## src/rtl/acwe_defs.vh

```
// Purpose: Constants for the converter channel, window and event control
// Assumes: Wishbone registers up to 16 bits wide, one aligned 32-bit word each
// Notes: Offsets are byte addresses
`ifndef ACWE_DEFS_VH
`define ACWE_DEFS_VH

// ----------------------------------------------------------------------
// Register byte addresses
// ----------------------------------------------------------------------
`define ACWE_ADR_CTRL 8'h00
`define ACWE_ADR_INIT 8'h04
`define ACWE_ADR_WMODE 8'h08
`define ACWE_ADR_SAMP 8'h0C
`define ACWE_ADR_POS 8'h10
`define ACWE_ADR_NEG 8'h14
`define ACWE_ADR_CMD 8'h18
`define ACWE_ADR_EVCTL 8'h1C
`define ACWE_ADR_IEN 8'h20
`define ACWE_ADR_IFLAG 8'h24
`define ACWE_ADR_ICLR 8'h28
`define ACWE_ADR_RESULT 8'h2C
`define ACWE_ADR_WLOW 8'h30
`define ACWE_ADR_WHIGH 8'h34
`define ACWE_ADR_STATUS 8'h38
`define ACWE_ADR_ACCUM 8'h3C

// ----------------------------------------------------------------------
// Field positions and widths
// ----------------------------------------------------------------------
`define ACWE_CTRL_ENABLE 0
`define ACWE_CTRL_DIFF 5
`define ACWE_CMD_START 0
`define ACWE_IRQ_RDY 0
`define ACWE_IRQ_WIN 1
`define ACWE_MUX_W 7
`define ACWE_RES_W 16
`define ACWE_INIT_W 3
`define ACWE_SAMP_W 8
`define ACWE_ACC_W 3

// ----------------------------------------------------------------------
// Window compare modes
// ----------------------------------------------------------------------
`define ACWE_WM_OFF 3'h0
`define ACWE_WM_BELOW 3'h1
`define ACWE_WM_ABOVE 3'h2
`define ACWE_WM_INSIDE 3'h3
`define ACWE_WM_OUTSIDE 3'h4

// ----------------------------------------------------------------------
// Reset values and timing
// ----------------------------------------------------------------------
`define ACWE_RST_BYTE 8'h00
`define ACWE_RST_WORD 16'h0000
`define ACWE_CONV_CYC 8'h0E
`define ACWE_INIT_UNIT 8'h10

`endif
```

## src/rtl/acwe_ctrl.v

```verilog
// Purpose: Channel hold, start timing, window compare and event control
//   around an analog-to-digital converter core.
// Assumes: Single clock; the converter core delivers one sample per
//   conversion phase on smp_valid_i; event input is synchronous.
// Notes: Functional notes
// Functional notes
// Single-ended uses positive select only; differential both
// Input selections tracked through a holding register
// Freeze selections; resume in final conversion cycle
// Start bit begins conversion on next edge
// Software programs long delays for temperature
// Software selects sensor, 12-bit single-ended
// Four window conditions: below, above, inside, outside
// Inside strict between; outside strict beyond
// Thresholds from registers; non-zero mode enables (mode codes 5 to 7 never set the window flag)
// Compare only final accumulated value, once
// Result-ready event is one-cycle pulse
// Event rising edge starts conversion when enabled
// Event sets start bit; completion clears it
// Interrupt while flag and enable both set
// Mode 0 unsigned single-ended; 1 signed
// Strict compare, signed in differential mode
`timescale 1ns/100ps
`default_nettype none
`include "acwe_defs.vh"

module acwe_ctrl
(
  // Clock and reset
  input wire clk_i,
  input wire rst_i,
  // Wishbone slave
  input wire wb_cyc_i,
  input wire wb_stb_i,
  input wire wb_we_i,
  input wire [7:0] wb_adr_i,
  input wire [3:0] wb_sel_i,
  input wire [31:0] wb_dat_i,
  output reg [31:0] wb_dat_o,
  output reg wb_ack_o,
  // Converter core
  input wire smp_valid_i,
  input wire [11:0] smp_data_i,
  output reg [6:0] positive_input_select_o,
  output reg [6:0] negative_input_select_o,
  output reg conv_busy_o,
  output reg sample_o,
  // Event side
  input wire start_event_i,
  output reg result_ready_event_o,
  // Interrupt
  output wire irq_o
);

  // --------------------------------------------------------------------
  // States
  // --------------------------------------------------------------------
  localparam ST_IDLE = 2'h0;
  localparam ST_INIT = 2'h1;
  localparam ST_SAMP = 2'h2;
  localparam ST_CONV = 2'h3;

  // --------------------------------------------------------------------
  // Registers
  // --------------------------------------------------------------------
  reg enable_q;
  reg conversion_mode_select_q;
  reg [`ACWE_ACC_W-1:0] accum_sel_q;
  reg [`ACWE_INIT_W-1:0] init_delay_field_q;
  reg [2:0] window_compare_mode_q;
  reg [`ACWE_SAMP_W-1:0] sample_length_field_q;
  reg [`ACWE_MUX_W-1:0] pos_sel_q;
  reg [`ACWE_MUX_W-1:0] neg_sel_q;
  reg start_conversion_bit_q;
  reg event_start_enable_q;
  reg [1:0] interrupt_enable_reg_q;
  reg [1:0] interrupt_flag_reg_q;
  reg [`ACWE_RES_W-1:0] conversion_result_q;
  reg [`ACWE_RES_W-1:0] window_low_threshold_q;
  reg [`ACWE_RES_W-1:0] window_high_threshold_q;
  reg event_prev_q;
  reg [1:0] state_q;
  reg [10:0] cnt_q;
  reg [7:0] nsmp_q;
  reg [`ACWE_RES_W-1:0] acc_q;
  reg held_q;
  reg init_done_q;

  wire bus_req;
  wire wr;
  wire ev_rise;
  wire go;
  wire last_cyc;
  wire last_smp;
  wire [`ACWE_RES_W-1:0] acc_next;
  wire win_hit;
  reg [1:0] flag_set;

  // --------------------------------------------------------------------
  // Helpers
  // --------------------------------------------------------------------
  // Strict compare, signed in differential mode
  function lt16;
    input [15:0] a;
    input [15:0] b;
    input sgn;
    begin
      if (sgn)
        lt16 = $signed(a) < $signed(b);
      else
        lt16 = a < b;
    end
  endfunction

  function [15:0] sext12;
    input [11:0] v;
    input sgn;
    begin
      sext12 = sgn ? {{4{v[11]}}, v} : {4'h0, v};
    end
  endfunction

  // --------------------------------------------------------------------
  // Bus decode
  // --------------------------------------------------------------------
  // Ack in the cycle after the request, then dropped for one cycle
  assign bus_req = wb_cyc_i & wb_stb_i & ~wb_ack_o;
  assign wr = bus_req & wb_we_i & wb_sel_i[0];

  always @(posedge clk_i)
  begin
    if (rst_i)
      wb_ack_o <= 1'b0;
    else
      wb_ack_o <= bus_req;
  end

  always @(posedge clk_i)
  begin
    if (rst_i)
      wb_dat_o <= 32'h0000_0000;
    else if (bus_req & ~wb_we_i)
    begin
      case (wb_adr_i)
        `ACWE_ADR_CTRL:
          wb_dat_o <= {26'h0, conversion_mode_select_q, 4'h0, enable_q};
        `ACWE_ADR_INIT: wb_dat_o <= {29'h0, init_delay_field_q};
        `ACWE_ADR_WMODE: wb_dat_o <= {29'h0, window_compare_mode_q};
        `ACWE_ADR_SAMP: wb_dat_o <= {24'h0, sample_length_field_q};
        `ACWE_ADR_POS: wb_dat_o <= {25'h0, pos_sel_q};
        `ACWE_ADR_NEG: wb_dat_o <= {25'h0, neg_sel_q};
        `ACWE_ADR_CMD: wb_dat_o <= {31'h0, start_conversion_bit_q};
        `ACWE_ADR_EVCTL: wb_dat_o <= {31'h0, event_start_enable_q};
        `ACWE_ADR_IEN: wb_dat_o <= {30'h0, interrupt_enable_reg_q};
        `ACWE_ADR_IFLAG: wb_dat_o <= {30'h0, interrupt_flag_reg_q};
        `ACWE_ADR_RESULT: wb_dat_o <= {16'h0, conversion_result_q};
        `ACWE_ADR_WLOW: wb_dat_o <= {16'h0, window_low_threshold_q};
        `ACWE_ADR_WHIGH: wb_dat_o <= {16'h0, window_high_threshold_q};
        `ACWE_ADR_STATUS: wb_dat_o <= {29'h0, held_q, state_q};
        `ACWE_ADR_ACCUM: wb_dat_o <= {29'h0, accum_sel_q};
        default: wb_dat_o <= 32'h0000_0000;
      endcase
    end
  end

  // --------------------------------------------------------------------
  // Configuration registers
  // --------------------------------------------------------------------
  always @(posedge clk_i)
  begin
    if (rst_i)
    begin
      enable_q <= 1'b0;
      conversion_mode_select_q <= 1'b0;
      accum_sel_q <= 3'h0;
      init_delay_field_q <= 3'h0;
      window_compare_mode_q <= `ACWE_WM_OFF;
      sample_length_field_q <= `ACWE_RST_BYTE;
      pos_sel_q <= 7'h00;
      neg_sel_q <= 7'h00;
      event_start_enable_q <= 1'b0;
      interrupt_enable_reg_q <= 2'h0;
      window_low_threshold_q <= `ACWE_RST_WORD;
      window_high_threshold_q <= `ACWE_RST_WORD;
    end
    else if (wr)
    begin
      case (wb_adr_i)
        `ACWE_ADR_CTRL:
        begin
          enable_q <= wb_dat_i[`ACWE_CTRL_ENABLE];
          conversion_mode_select_q <= wb_dat_i[`ACWE_CTRL_DIFF];
        end
        `ACWE_ADR_INIT: init_delay_field_q <= wb_dat_i[2:0];
        `ACWE_ADR_WMODE: window_compare_mode_q <= wb_dat_i[2:0];
        `ACWE_ADR_SAMP: sample_length_field_q <= wb_dat_i[7:0];
        `ACWE_ADR_POS: pos_sel_q <= wb_dat_i[6:0];
        `ACWE_ADR_NEG: neg_sel_q <= wb_dat_i[6:0];
        `ACWE_ADR_EVCTL: event_start_enable_q <= wb_dat_i[0];
        `ACWE_ADR_IEN: interrupt_enable_reg_q <= wb_dat_i[1:0];
        `ACWE_ADR_ACCUM: accum_sel_q <= wb_dat_i[2:0];
        `ACWE_ADR_WLOW:
        begin
          window_low_threshold_q[7:0] <= wb_dat_i[7:0];
          if (wb_sel_i[1])
            window_low_threshold_q[15:8] <= wb_dat_i[15:8];
        end
        `ACWE_ADR_WHIGH:
        begin
          window_high_threshold_q[7:0] <= wb_dat_i[7:0];
          if (wb_sel_i[1])
            window_high_threshold_q[15:8] <= wb_dat_i[15:8];
        end
        default: ;
      endcase
    end
  end

  // --------------------------------------------------------------------
  // Start logic
  // --------------------------------------------------------------------
  assign ev_rise = start_event_i & ~event_prev_q;
  assign go = enable_q & start_conversion_bit_q & (state_q == ST_IDLE);

  always @(posedge clk_i)
  begin
    if (rst_i)
      event_prev_q <= 1'b0;
    else
      event_prev_q <= start_event_i;
  end

  // Start bit set by software or event, cleared when conversion completes
  always @(posedge clk_i)
  begin
    if (rst_i)
      start_conversion_bit_q <= 1'b0;
    else if ((wr & (wb_adr_i == `ACWE_ADR_CMD) & wb_dat_i[`ACWE_CMD_START])
             | (event_start_enable_q & ev_rise))
      start_conversion_bit_q <= 1'b1;
    else if (flag_set[`ACWE_IRQ_RDY])
      start_conversion_bit_q <= 1'b0;
  end

  // --------------------------------------------------------------------
  // Conversion sequencer
  // --------------------------------------------------------------------
  assign last_cyc = (state_q == ST_CONV) & (cnt_q == 11'h001);
  assign last_smp = (nsmp_q + 8'h01) >= (8'h01 << accum_sel_q);
  assign acc_next = acc_q + sext12(smp_data_i, conversion_mode_select_q);

  always @(posedge clk_i)
  begin
    if (rst_i)
    begin
      state_q <= ST_IDLE;
      cnt_q <= 11'h000;
      nsmp_q <= 8'h00;
      acc_q <= `ACWE_RST_WORD;
      held_q <= 1'b0;
      init_done_q <= 1'b0;
      conversion_result_q <= `ACWE_RST_WORD;
    end
    else
    begin
      case (state_q)
        ST_IDLE:
          if (go)
          begin
            held_q <= 1'b1;
            nsmp_q <= 8'h00;
            acc_q <= `ACWE_RST_WORD;
            if (!init_done_q && init_delay_field_q != 3'h0)
            begin
              state_q <= ST_INIT;
              cnt_q <= {init_delay_field_q, 8'h00};
            end
            else
            begin
              state_q <= ST_SAMP;
              cnt_q <= {3'h0, sample_length_field_q} + 11'h002;
            end
          end
        ST_INIT:
          if (cnt_q == 11'h001)
          begin
            init_done_q <= 1'b1;
            state_q <= ST_SAMP;
            cnt_q <= {3'h0, sample_length_field_q} + 11'h002;
          end
          else
            cnt_q <= cnt_q - 11'h001;
        ST_SAMP:
          if (cnt_q == 11'h001)
          begin
            state_q <= ST_CONV;
            cnt_q <= {3'h0, `ACWE_CONV_CYC};
          end
          else
            cnt_q <= cnt_q - 11'h001;
        ST_CONV:
          if (last_cyc)
          begin
            // Count must reach zero here or the sequencer stalls at one
            held_q <= 1'b0;
            cnt_q <= 11'h000;
          end
          else if (cnt_q == 11'h000 && smp_valid_i)
          begin
            if (last_smp)
            begin
              conversion_result_q <= acc_next;
              state_q <= ST_IDLE;
            end
            else
            begin
              acc_q <= acc_next;
              nsmp_q <= nsmp_q + 8'h01;
              held_q <= 1'b1;
              state_q <= ST_SAMP;
              cnt_q <= {3'h0, sample_length_field_q} + 11'h002;
            end
          end
          else if (cnt_q != 11'h000)
            cnt_q <= cnt_q - 11'h001;
        default: state_q <= ST_IDLE;
      endcase
      if (!enable_q)
        init_done_q <= 1'b0;
    end
  end

  // --------------------------------------------------------------------
  // Input selection hold
  // --------------------------------------------------------------------
  always @(posedge clk_i)
  begin
    if (rst_i)
    begin
      positive_input_select_o <= 7'h00;
      negative_input_select_o <= 7'h00;
    end
    else if (!held_q || last_cyc)
    begin
      positive_input_select_o <= pos_sel_q;
      negative_input_select_o <= conversion_mode_select_q ?
                                 neg_sel_q : 7'h00;
    end
  end

  always @(posedge clk_i)
  begin
    if (rst_i)
    begin
      conv_busy_o <= 1'b0;
      sample_o <= 1'b0;
    end
    else
    begin
      conv_busy_o <= (state_q != ST_IDLE) | go;
      sample_o <= (state_q == ST_SAMP);
    end
  end

  // --------------------------------------------------------------------
  // Window comparator
  // --------------------------------------------------------------------
  // Checked once per finished accumulation only
  assign win_hit =
    (window_compare_mode_q == `ACWE_WM_BELOW) ?
      lt16(acc_next, window_low_threshold_q, conversion_mode_select_q) :
    (window_compare_mode_q == `ACWE_WM_ABOVE) ?
      lt16(window_high_threshold_q, acc_next, conversion_mode_select_q) :
    (window_compare_mode_q == `ACWE_WM_INSIDE) ?
      (lt16(window_low_threshold_q, acc_next, conversion_mode_select_q) &
       lt16(acc_next, window_high_threshold_q,
            conversion_mode_select_q)) :
    (window_compare_mode_q == `ACWE_WM_OUTSIDE) ?
      (lt16(acc_next, window_low_threshold_q, conversion_mode_select_q) |
       lt16(window_high_threshold_q, acc_next,
            conversion_mode_select_q)) :
    1'b0;

  always @*
  begin
    flag_set = 2'h0;
    if (state_q == ST_CONV && cnt_q == 11'h000 && smp_valid_i && !last_cyc
        && last_smp)
    begin
      flag_set[`ACWE_IRQ_RDY] = 1'b1;
      flag_set[`ACWE_IRQ_WIN] = win_hit;
    end
  end

  // --------------------------------------------------------------------
  // Flags, interrupt and event
  // --------------------------------------------------------------------
  // Set wins over a clear in the same cycle
  always @(posedge clk_i)
  begin
    if (rst_i)
      interrupt_flag_reg_q <= 2'h0;
    else if (wr && wb_adr_i == `ACWE_ADR_ICLR)
      interrupt_flag_reg_q <= (interrupt_flag_reg_q & ~wb_dat_i[1:0])
                              | flag_set;
    else
      interrupt_flag_reg_q <= interrupt_flag_reg_q | flag_set;
  end

  assign irq_o = |(interrupt_flag_reg_q & interrupt_enable_reg_q);

  always @(posedge clk_i)
  begin
    if (rst_i)
      result_ready_event_o <= 1'b0;
    else
      result_ready_event_o <= flag_set[`ACWE_IRQ_RDY];
  end

endmodule // acwe_ctrl
`default_nettype wire

```

## config.mk

```make
export PLATFORM = sky130hd
export DESIGN_NAME = acwe_ctrl
export DESIGN_NICKNAME = d
export VERILOG_FILES = /design/src/rtl/acwe_ctrl.v
export VERILOG_INCLUDE_DIRS = /design/src /design/src/rtl
export SDC_FILE = /design/constraint.sdc
export NUM_CORES = 1
export LEC_CHECK = 0
export BUFFER_PORTS_ARGS = -buffer_cell sky130_fd_sc_hd__buf_2
export CAP_MARGIN = 20
export CORE_MARGIN = 1.5
export CORE_UTILIZATION = 64
export DETAILED_ROUTE_END_ITERATION = 7
export GPL_TIMING_DRIVEN = 1
export PLACE_DENSITY = 0.84
export REMOVE_ABC_BUFFERS = 1
export SYNTH_ARGS = -nofsm -noshare
export SYNTH_HDL_FRONTEND = slang
export SYNTH_SLANG_ARGS = --single-unit
```

## constraint.sdc

```tcl
create_clock -name clk_i -period 8.5 [get_ports clk_i]
set_clock_uncertainty 0.1 [all_clocks]
set_input_delay 2.125 -clock clk_i [delete_from_list [all_inputs] [get_ports clk_i]]
set_output_delay 2.125 -clock clk_i [all_outputs]
set_load 0.02 [all_outputs]
```

* Word level (Yosys, flattened, before mapping) *
Index checks and enable logic that the tools add are counted.

cells by class
  $add $sub $neg = 4
  magnitude comparators = 9
  eq/ne operators = 33
  shifts and indexed selects = 1
  muxes and demuxes = 47
  bitwise gates (word level) = 26
  reductions and logical operators = 40

operator list
  operator                                                                 number
  16-bit case mux with 15 select lines                                     1
  16-bit less-than comparator                                              8
  11-bit two-way mux                                                       8
  16-bit two-way mux                                                       5
  8-bit by 6-bit equality test with 1-bit output (second input constant)   8
  11-bit case mux with 4 select lines                                      1
  8-bit by 5-bit equality test with 1-bit output (second input constant)   4
  8-bit two-way mux                                                        4
  16-bit case mux with 2 select lines                                      1
  2-bit AND reduction                                                      12
  2-bit two-way mux                                                        9
  16-bit adder                                                             1
  8-bit by 4-bit equality test with 1-bit output (second input constant)   2
  8-bit case mux with 2 select lines                                       1
  1-bit two-way mux                                                        14
  1-bit AND                                                                13
  2-bit != test (second input constant)                                    6
  11-bit by 1-bit equality test with 1-bit output (second input constant)  1
  11-bit logical NOT                                                       1
  11-bit nonzero test                                                      1
  11-bit by 1-bit subtractor with 11-bit output (second input constant)    1
  5-bit AND reduction                                                      2
  8-bit by 2-bit adder with 9-bit output (second input constant)           1
  3-bit AND reduction                                                      3
  other kinds (28)                                                         52

storage, ports and cells
  register bits after elaboration = 177
  output and inout port bits = 51

* Longest topological paths before layout *
Gate-level depths: netlist (run 1).

  depth in word-level cells = 12
  mapped depth = 21
  depth with buffers taken out = 21

* Least setup slack after synthesis (run 1) *
Ideal clock, no wire load.

  path type = input to register
  start = input smp_data_i[0]
  end = register interrupt_flag_reg_q[1]
  setup time = 0.069 ns
  data arrival time = 6.333 ns
  setup slack = 1.998 ns
  stages on the path = 21
  path buffers = 0
  path through = ha_1 > fa_1 > a211oi_2 > o31a_1 > o221ai_2 > o21a_1 > nor2_1 > o21bai_1 > a21oi_1 > xor2_1 > inv_1 > ha_1 > nand4_1 > nor3_1 > o2111ai_1 > and2_1 > xnor2_1 > o211a_1 > a221oi_1 > o31ai_1 > o21ai_1

on the way
  longest elaborated chain between the ends = 12
  elaborated cells between the ends (all ways) = 24

RTL lines
  what                                                   line                              source
  start, declared                                        acwe_ctrl.v:43                    input wire [11:0] smp_data_i,
  16-bit two-way mux (*)                                 acwe_ctrl.v:119                   sext12 = sgn ? {{4{v[11]}}, v} : {4'h0, v};
  16-bit adder (*)                                       acwe_ctrl.v:250                   assign acc_next = acc_q + sext12(smp_data_i, conversion_mode_select_q);
  named net acc_next[14]                                 acwe_ctrl.v:95                    wire [`ACWE_RES_W-1:0] acc_next;
  16-bit less-than comparator, on equally long branches  acwe_ctrl.v:111, acwe_ctrl.v:109
  1-bit two-way mux                                      acwe_ctrl.v:108                   if (sgn)
  1-bit bitwise OR                                       acwe_ctrl.v:379                   (lt16(acc_next, window_low_threshold_q, conversion_mode_select_q) |
  1-bit two-way mux                                      acwe_ctrl.v:378                   (window_compare_mode_q == `ACWE_WM_OUTSIDE) ?
  1-bit two-way mux                                      acwe_ctrl.v:374                   (window_compare_mode_q == `ACWE_WM_INSIDE) ?
  1-bit two-way mux                                      acwe_ctrl.v:372                   (window_compare_mode_q == `ACWE_WM_ABOVE) ?
  1-bit two-way mux (*)                                  acwe_ctrl.v:370                   (window_compare_mode_q == `ACWE_WM_BELOW) ?
  2-bit two-way mux (*)                                  acwe_ctrl.v:387                   if (state_q == ST_CONV && cnt_q == 11'h000 && smp_valid_i && !last_cyc
  2-bit bitwise OR, on equally long branches             acwe_ctrl.v:407, acwe_ctrl.v:405
  2-bit two-way mux (*)                                  acwe_ctrl.v:403                   else if (wr && wb_adr_i == `ACWE_ADR_ICLR)
  end signal, assigned                                   acwe_ctrl.v:404                   interrupt_flag_reg_q <= (interrupt_flag_reg_q & ~wb_dat_i[1:0])
  end signal, assigned                                   acwe_ctrl.v:407                   interrupt_flag_reg_q <= interrupt_flag_reg_q | flag_set;
  end, declared                                          acwe_ctrl.v:77                    reg [1:0] interrupt_flag_reg_q;

Mark *: on every way through the listed nets, which the timed path passes. The rest lies on a longest branch.
A chain may end at the register's enable or synchronous reset.

* Worst setup path after layout (run 1) *
Same ends and word-level chain as after synthesis.

==> run_results.csv, run 1 <==
group,metric,value,unit
clock_network,cts_resized,0,
synth,synthAdderAreaFrac,11.1,%
final_layout,syn_to_final_growth,10.8,%
floorplan,initial_core_util,66.0,%
floorplan,die_y,126,um
job,drv_cap,0,
critical_path,endpoint_kind,"flop",
critical_path,crit_slowest_cell,"fa_1",
sta,fmax,0.139,GHz
sta,period_needed,7210,ps
sta,fin_setup_tns,0,ps
power_and_ir_drop,clkPwrFrac,40.1,%
synth,synthTopCellsByArea,"dfxtp_1 (33%), ha_1 (11%), nor2_1 (5.9%)",
synth,yosysWarnings,0,
sta,period_share,84.9,%
synth,ys_seq_area_share,33.4,%
synth,synth_area,9660,um^2
critical_path,crit_path_max_incr_delay,420,ps
final_layout,fill_cells,1150,
floorplan,core_area,14600,um^2
floorplan,row_count,44,
clock_network,clk_latency,440,ps
power_and_ir_drop,ir_drop,0.000153,V
clock_network,clkSinkCount,161,
clock_network,cts_max_path_buffers,2,
placement,port_buffers,79,
synth,synth_xor_area_share,2.54,%
drt,drt_iter0_drc,763,
floorplan,io_pins,114,
power_and_ir_drop,p_leak,4.11,nW
power_and_ir_drop,power_frac_seq,39.7,%
global_routing,antenna_found_initial,0,
power_and_ir_drop,cell_internal_pwr,1.37,mW
min_path,min_path_type,"flop to flop",
sta,worst_pin_slew,916,ps
synth,synth_top_area_share,33.4,%
global_routing,grt_pass1_wl,40700,um
placement,dp_hpwl,17500,um
synth,synthMuxAreaShare,5.29,%
drt,antenna_left,0,
global_routing,first_global_vias,8315,
sta,whs,348,ps
clock_network,tritoncts.num_buffers,17,
sta,final_max_slew_viol_count,0,
synth,synth_edf_count,0,
clock_network,cts_tree,"yes",
clock_network,cts_max_level,4,
power_and_ir_drop,p_sw_share,32.8,%
outcome,status,"complete, but fails checks",
critical_path,worstPathMaxFanout,7,
sta,finalHoldViolCount,0,
global_routing,track_usage,31.8,%
clock_network,root_buffer,"clkbuf_16",
clock_network,post_cts_buffers,0,
power_and_ir_drop,p_switching,0.671,mW
floorplan,dieArea,15800,um^2
synth,postSynthCellCount,1189,
final_layout,nets,1386,
global_routing,grt_overflow,0,
final_layout,seqCellArea,3220,um^2
placement,gp_congestion,0.944,
sta,slew_headroom,38.6,%
power_and_ir_drop,power,2.04,mW
power_and_ir_drop,power.density,191,nW/um^2
synth,synth_top_family_by_area,"simple AND/OR/NAND/NOR gates",
synth,syn_area_per_cell,8.12,um^2
synth,synth_compound_area_share,19.3,%
critical_path,critical_path_class,"primary input to flop",
synth,synth_seq_cells,161,
critical_path,arrival,7480,ps
drt,routed_wl,25100,um
final_layout,drive_gt1_share,12.2,%
floorplan,die_x,126,um
critical_path,crit_chain,"buf_2 > ha_1 > fa_1 > a211oi_2 > o31a_1 > o221ai_2 > o21a_1 > nor2_1 > o21bai_1 > a21oi_1 > xor2_1 > inv_1 > ha_1 > nand4_1 > nor3_1 > o2111ai_1 > and2_1 > xnor2_1 > o211a_1 > a221oi_1 > o2111ai_1 > o21ai_1",
synth,synthArstFlopShare,0,%
drt,detail_route.wl_per_cell,17.5,um
clock_network,path_clk_slew,70,ps
drt,dr.pass1.iters,8,
drt,avgViaCountPerCell,6.24,
clock_network,ctsHoldBuffers,0,
synth,synth-simple-area-share,22.2,%
outcome,violations,"DRC",
critical_path,required,8760,ps
synth,yosysTopAreaCell,"dfxtp_1",
drt,route.detailed.drc,5,
synth,ys.flop_type,"dfxtp_1",
final_layout,antennaDiodeCount,0,
final_layout,multi_input_area,5910,um^2
synth,ys_types,76,
global_routing,grt_start_max_net_pins,84,
power_and_ir_drop,comb_power_share,20.2,%
drt,vias,8958,
critical_path,start_kind,"primary input",
sta,rsz0062_at_grt,"no",
sta,setup_viol,0,
Yosys cell counts, types with 10 or more instances:
cell,instances
buf_4,17
a22oi_1,41
mux2i_1,51
nand2_1,128
nor3_1,29
dfxtp_1,161
inv_1,60
o21ai_0,26
a22o_1,10
nor2_1,152
nand4_1,12
a21oi_1,97
ha_1,84
a211oi_1,12
xnor2_1,18
a311oi_1,11
a21o_1,11
xor2_1,10
and3_1,13
clkbuf_1,46
nand3b_1,12
nand3_1,45
layout by cell type, fill, tap and decap left out, types with 16 or more instances in the layout:
| master | count |
|---|---|
| a21oi_1 | 97 |
| a22oi_1 | 41 |
| buf_2 | 78 |
| clkbuf_16 | 17 |
| conb_1 | 16 |
| dfxtp_1 | 161 |
| ha_1 | 84 |
| inv_1 | 60 |
| mux2i_1 | 51 |
| nand2_1 | 128 |
| nand3_1 | 45 |
| nor2_1 | 151 |
| nor3_1 | 27 |
| o21ai_0 | 26 |
| xnor2_1 | 18 |
metrics by stage:
stage               setup slack [ps]  cells  cell area [um^2]  utilization, %
floorplan                       1990   1131              9350               -
global placement                1250   1401             10000            68.6
detailed placement              1070   1401             10000            68.6
CTS                             1440   1433             10700            72.8
global route                     900   1435             10700            73.0
finish                          1290   1435             10700            73.0
power groups by stage:
stage	clock network, mW	logic [mW]	registers [mW]
floorplan	0	0.277	0.829
global placement	0	0.389	0.827
detailed placement	0	0.396	0.828
CTS	0.823	0.403	0.811
global route	0.853	0.453	0.816
finish	0.820	0.412	0.812
critical path, delay by kind of cell:
kind	cells	cell delay [ps]
and+or+nand+nor	4	1170
adders and majority gates	3	1010
xor gates and xnor gates	2	560
buffers and inverters	2	240
AOI/OAI and AO/OA	11	2370
kinds of logic (layout without fill, tap and decap cells):
family,Yosys count,in the layout
mux,51,51
xor+xnor,28,28
other cells,1,16
simple gates,455,455
flops,161,161
buf+inv,133,180
compound gates,275,275
fa+ha+maj,85,85
sequential cells by signal (all words and copies together), names as in the netlist, 7 cells and up:
name,flops
acc_q,16
conversion_result_q,16
wb_dat_o,16
window_high_threshold_q,16
window_low_threshold_q,16
cnt_q,11
nsmp_q,8
sample_length_field_q,8
neg_sel_q,7
negative_input_select_o,7
pos_sel_q,7
positive_input_select_o,7
per-layer routing:
| metal | wire (um) | GRT usage, % | share of wire [%] | vias to the layer above |
|---|---|---|---|---|
| met3 | 1800 | 5.18 | 7.2 | 59 |
| met2 | 11600 | 52.3 | 46 | 370 |
| met1 | 11000 | 41.9 | 44 | 4224 |
| met4 | 694 | 13.0 | 2.8 | 0 |
| li1 | - | - | - | 4305 |
| met5 | 0 | 0 | 0 | - |
path summary, 6_finish.rpt:
kind	start	end	slack (ps)	cells after the start
max	smp_data_i[0]	interrupt_flag_reg_q[1]	1290	22
min	negative_input_select_o[1]	negative_input_select_o[1]	350	2
max reg2reg	acc_q[0]	interrupt_flag_reg_q[1]	2760	21
min reg2reg	negative_input_select_o[1]	negative_input_select_o[1]	350	2
final cells by class:
| class | count | area share [%] |
|---|---|---|
| multi-input cells | 910 | 55.3 |
| flip-flops and latches | 161 | 30.1 |
| repair buffers | 88 | 4.54 |
| clock buffers | 18 | 4.11 |
| well taps | 184 | 2.15 |
| inverters | 60 | 2.11 |
| clock inverters | 14 | 1.71 |
Power figures use the tool's default switching activity.
==> run 2: changes to the inputs <==
- CORE_UTILIZATION: 64 -> 54
- PLACE_DENSITY: 0.84 -> 0.76
- clock period: 8.5 -> 6.1 ns (I/O delays scaled with it)
==> run 2 against run 1 <==
Net effect: non-clock buffer count up 19; global-route usage down 4.4 points; critical path depth up 1; largest cell class unchanged; hold slack about the same; the run now ends clean; register-to-register slack worse by 1400 ps.
==> run_results.csv, run 2 (synthesis gave the netlist of run 1 again) <==
group,metric,value,unit
critical_path,crit_slowest_cell,"fa_1",
floorplan,io_pins,114,
clock_network,path_clk_slew,70,ps
global_routing,grt_overflow,0,
power_and_ir_drop,p_leak,4.18,nW
placement,gp_congestion,0.930,
power_and_ir_drop,p_sw_share,32.5,%
global_routing,first_global_vias,8089,
final_layout,syn_to_final_growth,12.7,%
sta,period_needed,5660,ps
outcome,status,"finished, final reports clean",
floorplan,row_count,48,
drt,routed_wl,25100,um
final_layout,fill_cells,1555,
clock_network,post_cts_buffers,0,
sta,final_max_slew_viol_count,0,
final_layout,mostFrequentLayoutCell,"dfxtp_1",
clock_network,root_buffer,"clkbuf_16",
drt,antenna_left,0,
floorplan,die_x,137,um
critical_path,critical_path_class,"primary input to flop",
floorplan,die_y,137,um
power_and_ir_drop,ir_drop,0.000205,V
sta,fmax,0.177,GHz
global_routing,track_usage,27.5,%
final_layout,antennaDiodeCount,0,
power_and_ir_drop,power,2.80,mW
floorplan,initial_core_util,55.6,%
critical_path,crit_chain,"buf_2 > ha_1 > fa_1 > a211oi_2 > o31a_1 > o221ai_2 > o21a_1 > nor2_1 > o21bai_1 > a21oi_1 > xor2_1 > inv_1 > ha_1 > nand4_1 > buf_4 > buf_4 > or3_1 > nor3_1 > or4_1 > a21oi_1 > o21a_1 > a211oi_2 > o21ai_1",
clock_network,ctsHoldBuffers,0,
power_and_ir_drop,clkPwrFrac,39.2,%
critical_path,endpoint_kind,"flop",
job,drv_cap,0,
final_layout,nets,1405,
global_routing,grt_start_max_net_pins,67,
placement,dp_hpwl,18300,um
power_and_ir_drop,power_frac_seq,40.3,%
critical_path,required,6320,ps
critical_path,worstPathMaxFanout,4,
clock_network,clk_latency,440,ps
power_and_ir_drop,power.density,258,nW/um^2
sta,rsz0062_at_grt,"no",
sta,setup_viol,0,
drt,dr.pass1.iters,6,
sta,period_share,92.7,%
clock_network,clkSinkCount,161,
clock_network,cts_tree,"yes",
power_and_ir_drop,comb_power_share,20.5,%
critical_path,arrival,5880,ps
drt,drt_iter0_drc,739,
critical_path,crit_path_max_incr_delay,420,ps
clock_network,cts_resized,0,
clock_network,tritoncts.num_buffers,17,
power_and_ir_drop,p_switching,0.912,mW
sta,worst_pin_slew,1060,ps
min_path,min_path_type,"flop to flop",
final_layout,final_cell_mix,"dfxtp_1 (161), nor2_1 (151), nand2_1 (128), a21oi_1 (97), ha_1 (84)",
sta,slew_headroom,29.1,%
sta,fin_setup_tns,0,ps
global_routing,antenna_found_initial,0,
floorplan,core_area,17400,um^2
drt,route.detailed.drc,0,
power_and_ir_drop,cell_internal_pwr,1.89,mW
global_routing,grt_pass1_wl,40400,um
clock_network,cts_max_path_buffers,2,
drt,vias,8813,
placement,port_buffers,79,
final_layout,drive_gt1_share,13.7,%
sta,finalHoldViolCount,0,
floorplan,dieArea,18700,um^2
clock_network,cts_max_level,4,
drt,detail_route.wl_per_cell,16.8,um
critical_path,start_kind,"primary input",
drt,avgViaCountPerCell,5.89,
-- run 2: power groups by stage --
stage | logic, mW | clock network (mW) | registers [mW]
detailed placement | 0.558 | 0 | 1.15
finish | 0.574 | 1.10 | 1.13
global placement | 0.552 | 0 | 1.15
floorplan | 0.386 | 0 | 1.16
global route | 0.631 | 1.15 | 1.14
CTS | 0.560 | 1.11 | 1.13
-- run 2: worst paths after layout --
| path | slack, ps | to | cells past startpoint | startpoint |
|---|---|---|---|---|
| worst min register to register | 350 | negative_input_select_o[2] | 2 | negative_input_select_o[2] |
| worst min-delay path | 350 | negative_input_select_o[2] | 2 | negative_input_select_o[2] |
| worst max register to register | 1330 | interrupt_flag_reg_q[1] | 22 | acc_q[0] |
| worst max-delay path | 440 | interrupt_flag_reg_q[1] | 23 | smp_data_i[0] |
-- run 2: worst max-delay path, delay by kind of cell --
kind,cells,cell delay [ps]
AO/OA/AOI/OAI,10,1550
AND/OR/NAND/NOR,5,1070
adder cells (fa/ha/maj),3,980
buffers and inverters,4,530
XOR/XNOR,1,230
-- run 2: routing by layer --
layer	track usage [%]	wire, um	part of all wire [%]
met3	4.56	1740	6.9
met5	0	0	0
met4	8.16	469	1.9
met1	37.5	11400	45
met2	44.4	11500	46
-- run 2: through the flow --
stage / cell area, um^2 / setup WS (ps) / hold WS, ps / utilization, % / std cells
5_1_grt: 10900 / 60.5 / 380 / 62.7 / 1495
6_report: 10900 / 443 / 349 / 62.7 / 1495
4_1_cts: 10800 / 440 / 350 / 62.5 / 1494
3_5_place_dp: 10200 / 20.0 / 340 / 59.0 / 1462
2_1_floorplan: 9350 / 191 / 342 / - / 1131
3_3_place_gp: 10200 / 121 / 337 / 59.0 / 1462
-- run 2: area by class of cell --
class                   instances  area (um^2)  share of cell area (%)
clock buffers                  18          429                    3.94
clock inverters                14          171                    1.57
inverters                      60          225                    2.07
multi-input cells             910         5930                    54.4
flip-flops and latches        161         3220                    29.6
well taps                     225          282                    2.59
repair buffers                107          628                    5.77
==> run 3: changes to the inputs <==
- ABC_AREA: not set -> 1
- CORE_UTILIZATION: 54 -> 53
- PLACE_DENSITY: 0.76 -> 0.75
==> run 3 against run 2 <==
Net effect: largest cell class unchanged; critical path type unchanged; power shrank 21%; area after synthesis shrank 0.98%; first-iteration DRC count shrank 0.27%; sequential cell count is the same; register-to-register slack gained 430 ps; setup slack gained 420 ps; fmax grew 8.0%.
==> run_results.csv, run 3 <==
group,metric,value,unit
synth,yosysWarnings,0,
drt,drt_iter0_drc,737,
clock_network,cts_resized,0,
placement,dp_hpwl,19600,um
clock_network,clk_latency,430,ps
synth,ys_types,44,
sta,finalHoldViolCount,0,
clock_network,root_buffer,"clkbuf_16",
power_and_ir_drop,power.density,209,nW/um^2
sta,rsz0062_at_grt,"no",
job,drv_cap,0,
synth,synth.top_cells.by_count,"nand2_1 (217), inv_1 (205), a21oi_1 (184)",
synth,synth_area,9560,um^2
synth,postSynthCellCount,1358,
synth,yosysTopAreaCell,"dfxtp_1",
clock_network,cts_tree,"yes",
floorplan,row_count,48,
placement,gp_congestion,0.975,
synth,synthAdderAreaFrac,11.2,%
synth,yosysMostFrequentCell,"nand2_1",
power_and_ir_drop,p_leak,4.63,nW
critical_path,endpoint_kind,"flop",
global_routing,track_usage,28.9,%
placement,port_buffers,79,
clock_network,post_cts_buffers,0,
global_routing,antenna_found_initial,0,
synth,synth-simple-area-share,18.4,%
clock_network,cts_max_path_buffers,2,
min_path,min_path_type,"flop to flop",
synth,synth_top_family_by_area,"compound AO/OA/AOI/OAI gates",
sta,worst_pin_slew,915,ps
floorplan,dieArea,18900,um^2
global_routing,grt_overflow,0,
final_layout,mostFrequentLayoutCell,"nand2_1",
clock_network,cts_max_level,4,
drt,route.detailed.drc,0,
synth,synthMuxAreaShare,0,%
drt,routed_wl,26700,um
critical_path,critical_path_class,"primary input to flop",
clock_network,clkSinkCount,161,
floorplan,io_pins,114,
clock_network,ctsHoldBuffers,0,
global_routing,grt_start_max_net_pins,65,
clock_network,path_clk_slew,70,ps
critical_path,worstPathMaxFanout,4,
synth,ys.flop_type,"dfxtp_1",
synth,synth_compound_area_share,22.4,%
drt,avgViaCountPerCell,5.52,
floorplan,die_x,137,um
floorplan,initial_core_util,54.7,%
critical_path,required,6360,ps
sta,period_needed,5240,ps
floorplan,core_area,17500,um^2
sta,setup_viol,0,
final_layout,syn_to_final_growth,11.1,%
final_layout,drive_gt1_share,9.28,%
clock_network,tritoncts.num_buffers,17,
drt,antenna_left,0,
critical_path,arrival,5490,ps
drt,dr.pass1.iters,5,
synth,synth_edf_count,0,
global_routing,first_global_vias,8370,
drt,detail_route.wl_per_cell,16.1,um
drt,vias,9144,
synth,synth_seq_cells,161,
placement,dp_cells,1626,
final_layout,antennaDiodeCount,0,
power_and_ir_drop,ir_drop,0.000241,V
critical_path,start_kind,"primary input",
sta,slew_headroom,39.0,%
sta,final_max_slew_viol_count,0,
synth,synth_top_area_share,33.7,%
final_layout,final_cell_mix,"nand2_1 (217), inv_1 (204), a21oi_1 (184), dfxtp_1 (161), o21ai_0 (121)",
final_layout,finalNonFillerCells,1658,
synth,syn_area_per_cell,7.04,um^2
global_routing,grt_pass1_wl,42200,um
synth,ys_seq_area_share,33.7,%
synth,synthTopCellsByArea,"dfxtp_1 (34%), ha_1 (11%), a21oi_1 (9.6%)",
final_layout,nets,1568,
synth,synth_xor_area_share,2.75,%
floorplan,die_y,137,um
sta,fin_setup_tns,0,ps
outcome,status,"finished, final reports clean",
sta,fmax,0.191,GHz
sta,period_share,85.8,%
synth,synthArstFlopShare,0,%
[run 3: stage by stage]
stage | cell area (um^2) | hold WS [ps] | util (%) | power, mW | worst slack (ps)
global route | 10600 | 384 | 60.8 | 2.29 | 455
floorplan | 9320 | 339 | - | 1.15 | 1230
global placement | 10000 | 351 | 57.5 | 1.20 | 601
finish | 10600 | 365 | 60.8 | 2.22 | 864
detailed placement | 10100 | 353 | 57.6 | 1.20 | 492
CTS | 10600 | 364 | 60.8 | 2.23 | 915
[run 3: final timing paths]
path | startpoint | endpoint | slack (ps) | depth (start not counted)
worst min-delay path | wb_dat_o[1] | wb_dat_o[1] | 370 | 2
worst max-delay path | smp_data_i[0] | interrupt_flag_reg_q[1] | 860 | 26
worst min register to register | wb_dat_o[1] | wb_dat_o[1] | 370 | 2
worst max register to register | acc_q[0] | interrupt_flag_reg_q[1] | 1760 | 25
[run 3: critical path, stage by stage]
cell	delay, ps
buf_2	100
ha_1	250
fa_1	450
nand3_1	110
nand3_1	160
nand3_1	170
nand3_1	120
a21o_1	180
a21oi_1	150
xor2_1	390
inv_1	150
ha_1	290
nand2_1	80
inv_1	50
nand3_1	90
inv_1	60
a211oi_1	330
nand3_1	160
o21a_1	220
nand3_1	90
nand2_1	50
nand2_1	60
nand2_1	40
nand2_1	50
nand2_1	40
a21oi_1	110
[run 3: final cells by class]
cell class | instances | area [um^2]
clock buffer | 19 | 443
tap | 225 | 282
inverter | 213 | 800
sequential | 161 | 3220
clock inverter | 13 | 123
timing repair buffer | 86 | 455
fill | 1620 | 6850
multi-input combinational | 941 | 5300
[run 3: report_power, final]
group | switching [mW] | leakage (nW) | internal, mW
Combinational | 0.0905 | 3.07 | 0.0367
Clock | 0.494 | 0.273 | 0.549
Sequential | 0.000297 | 1.30 | 1.05
[run 3: metal layers]
layer / track usage (%) / share of wire [%]
met5: 0 / 0
met2: 47.9 / 47
met1: 38.4 / 44
met3: 5.41 / 7.7
met4: 8.25 / 1.7
[run 3: cells by family (layout without fill, tap and decap cells)]
group                    Yosys count  count (layout)
flip-flops                       161             161
buffers and inverters            271             331
adder cells (fa/ha/maj)           85              85
AO/OA/AOI/OAI                    392             392
AND/OR/NAND/NOR                  418             418
XOR/XNOR                          30              30
other                              1              16
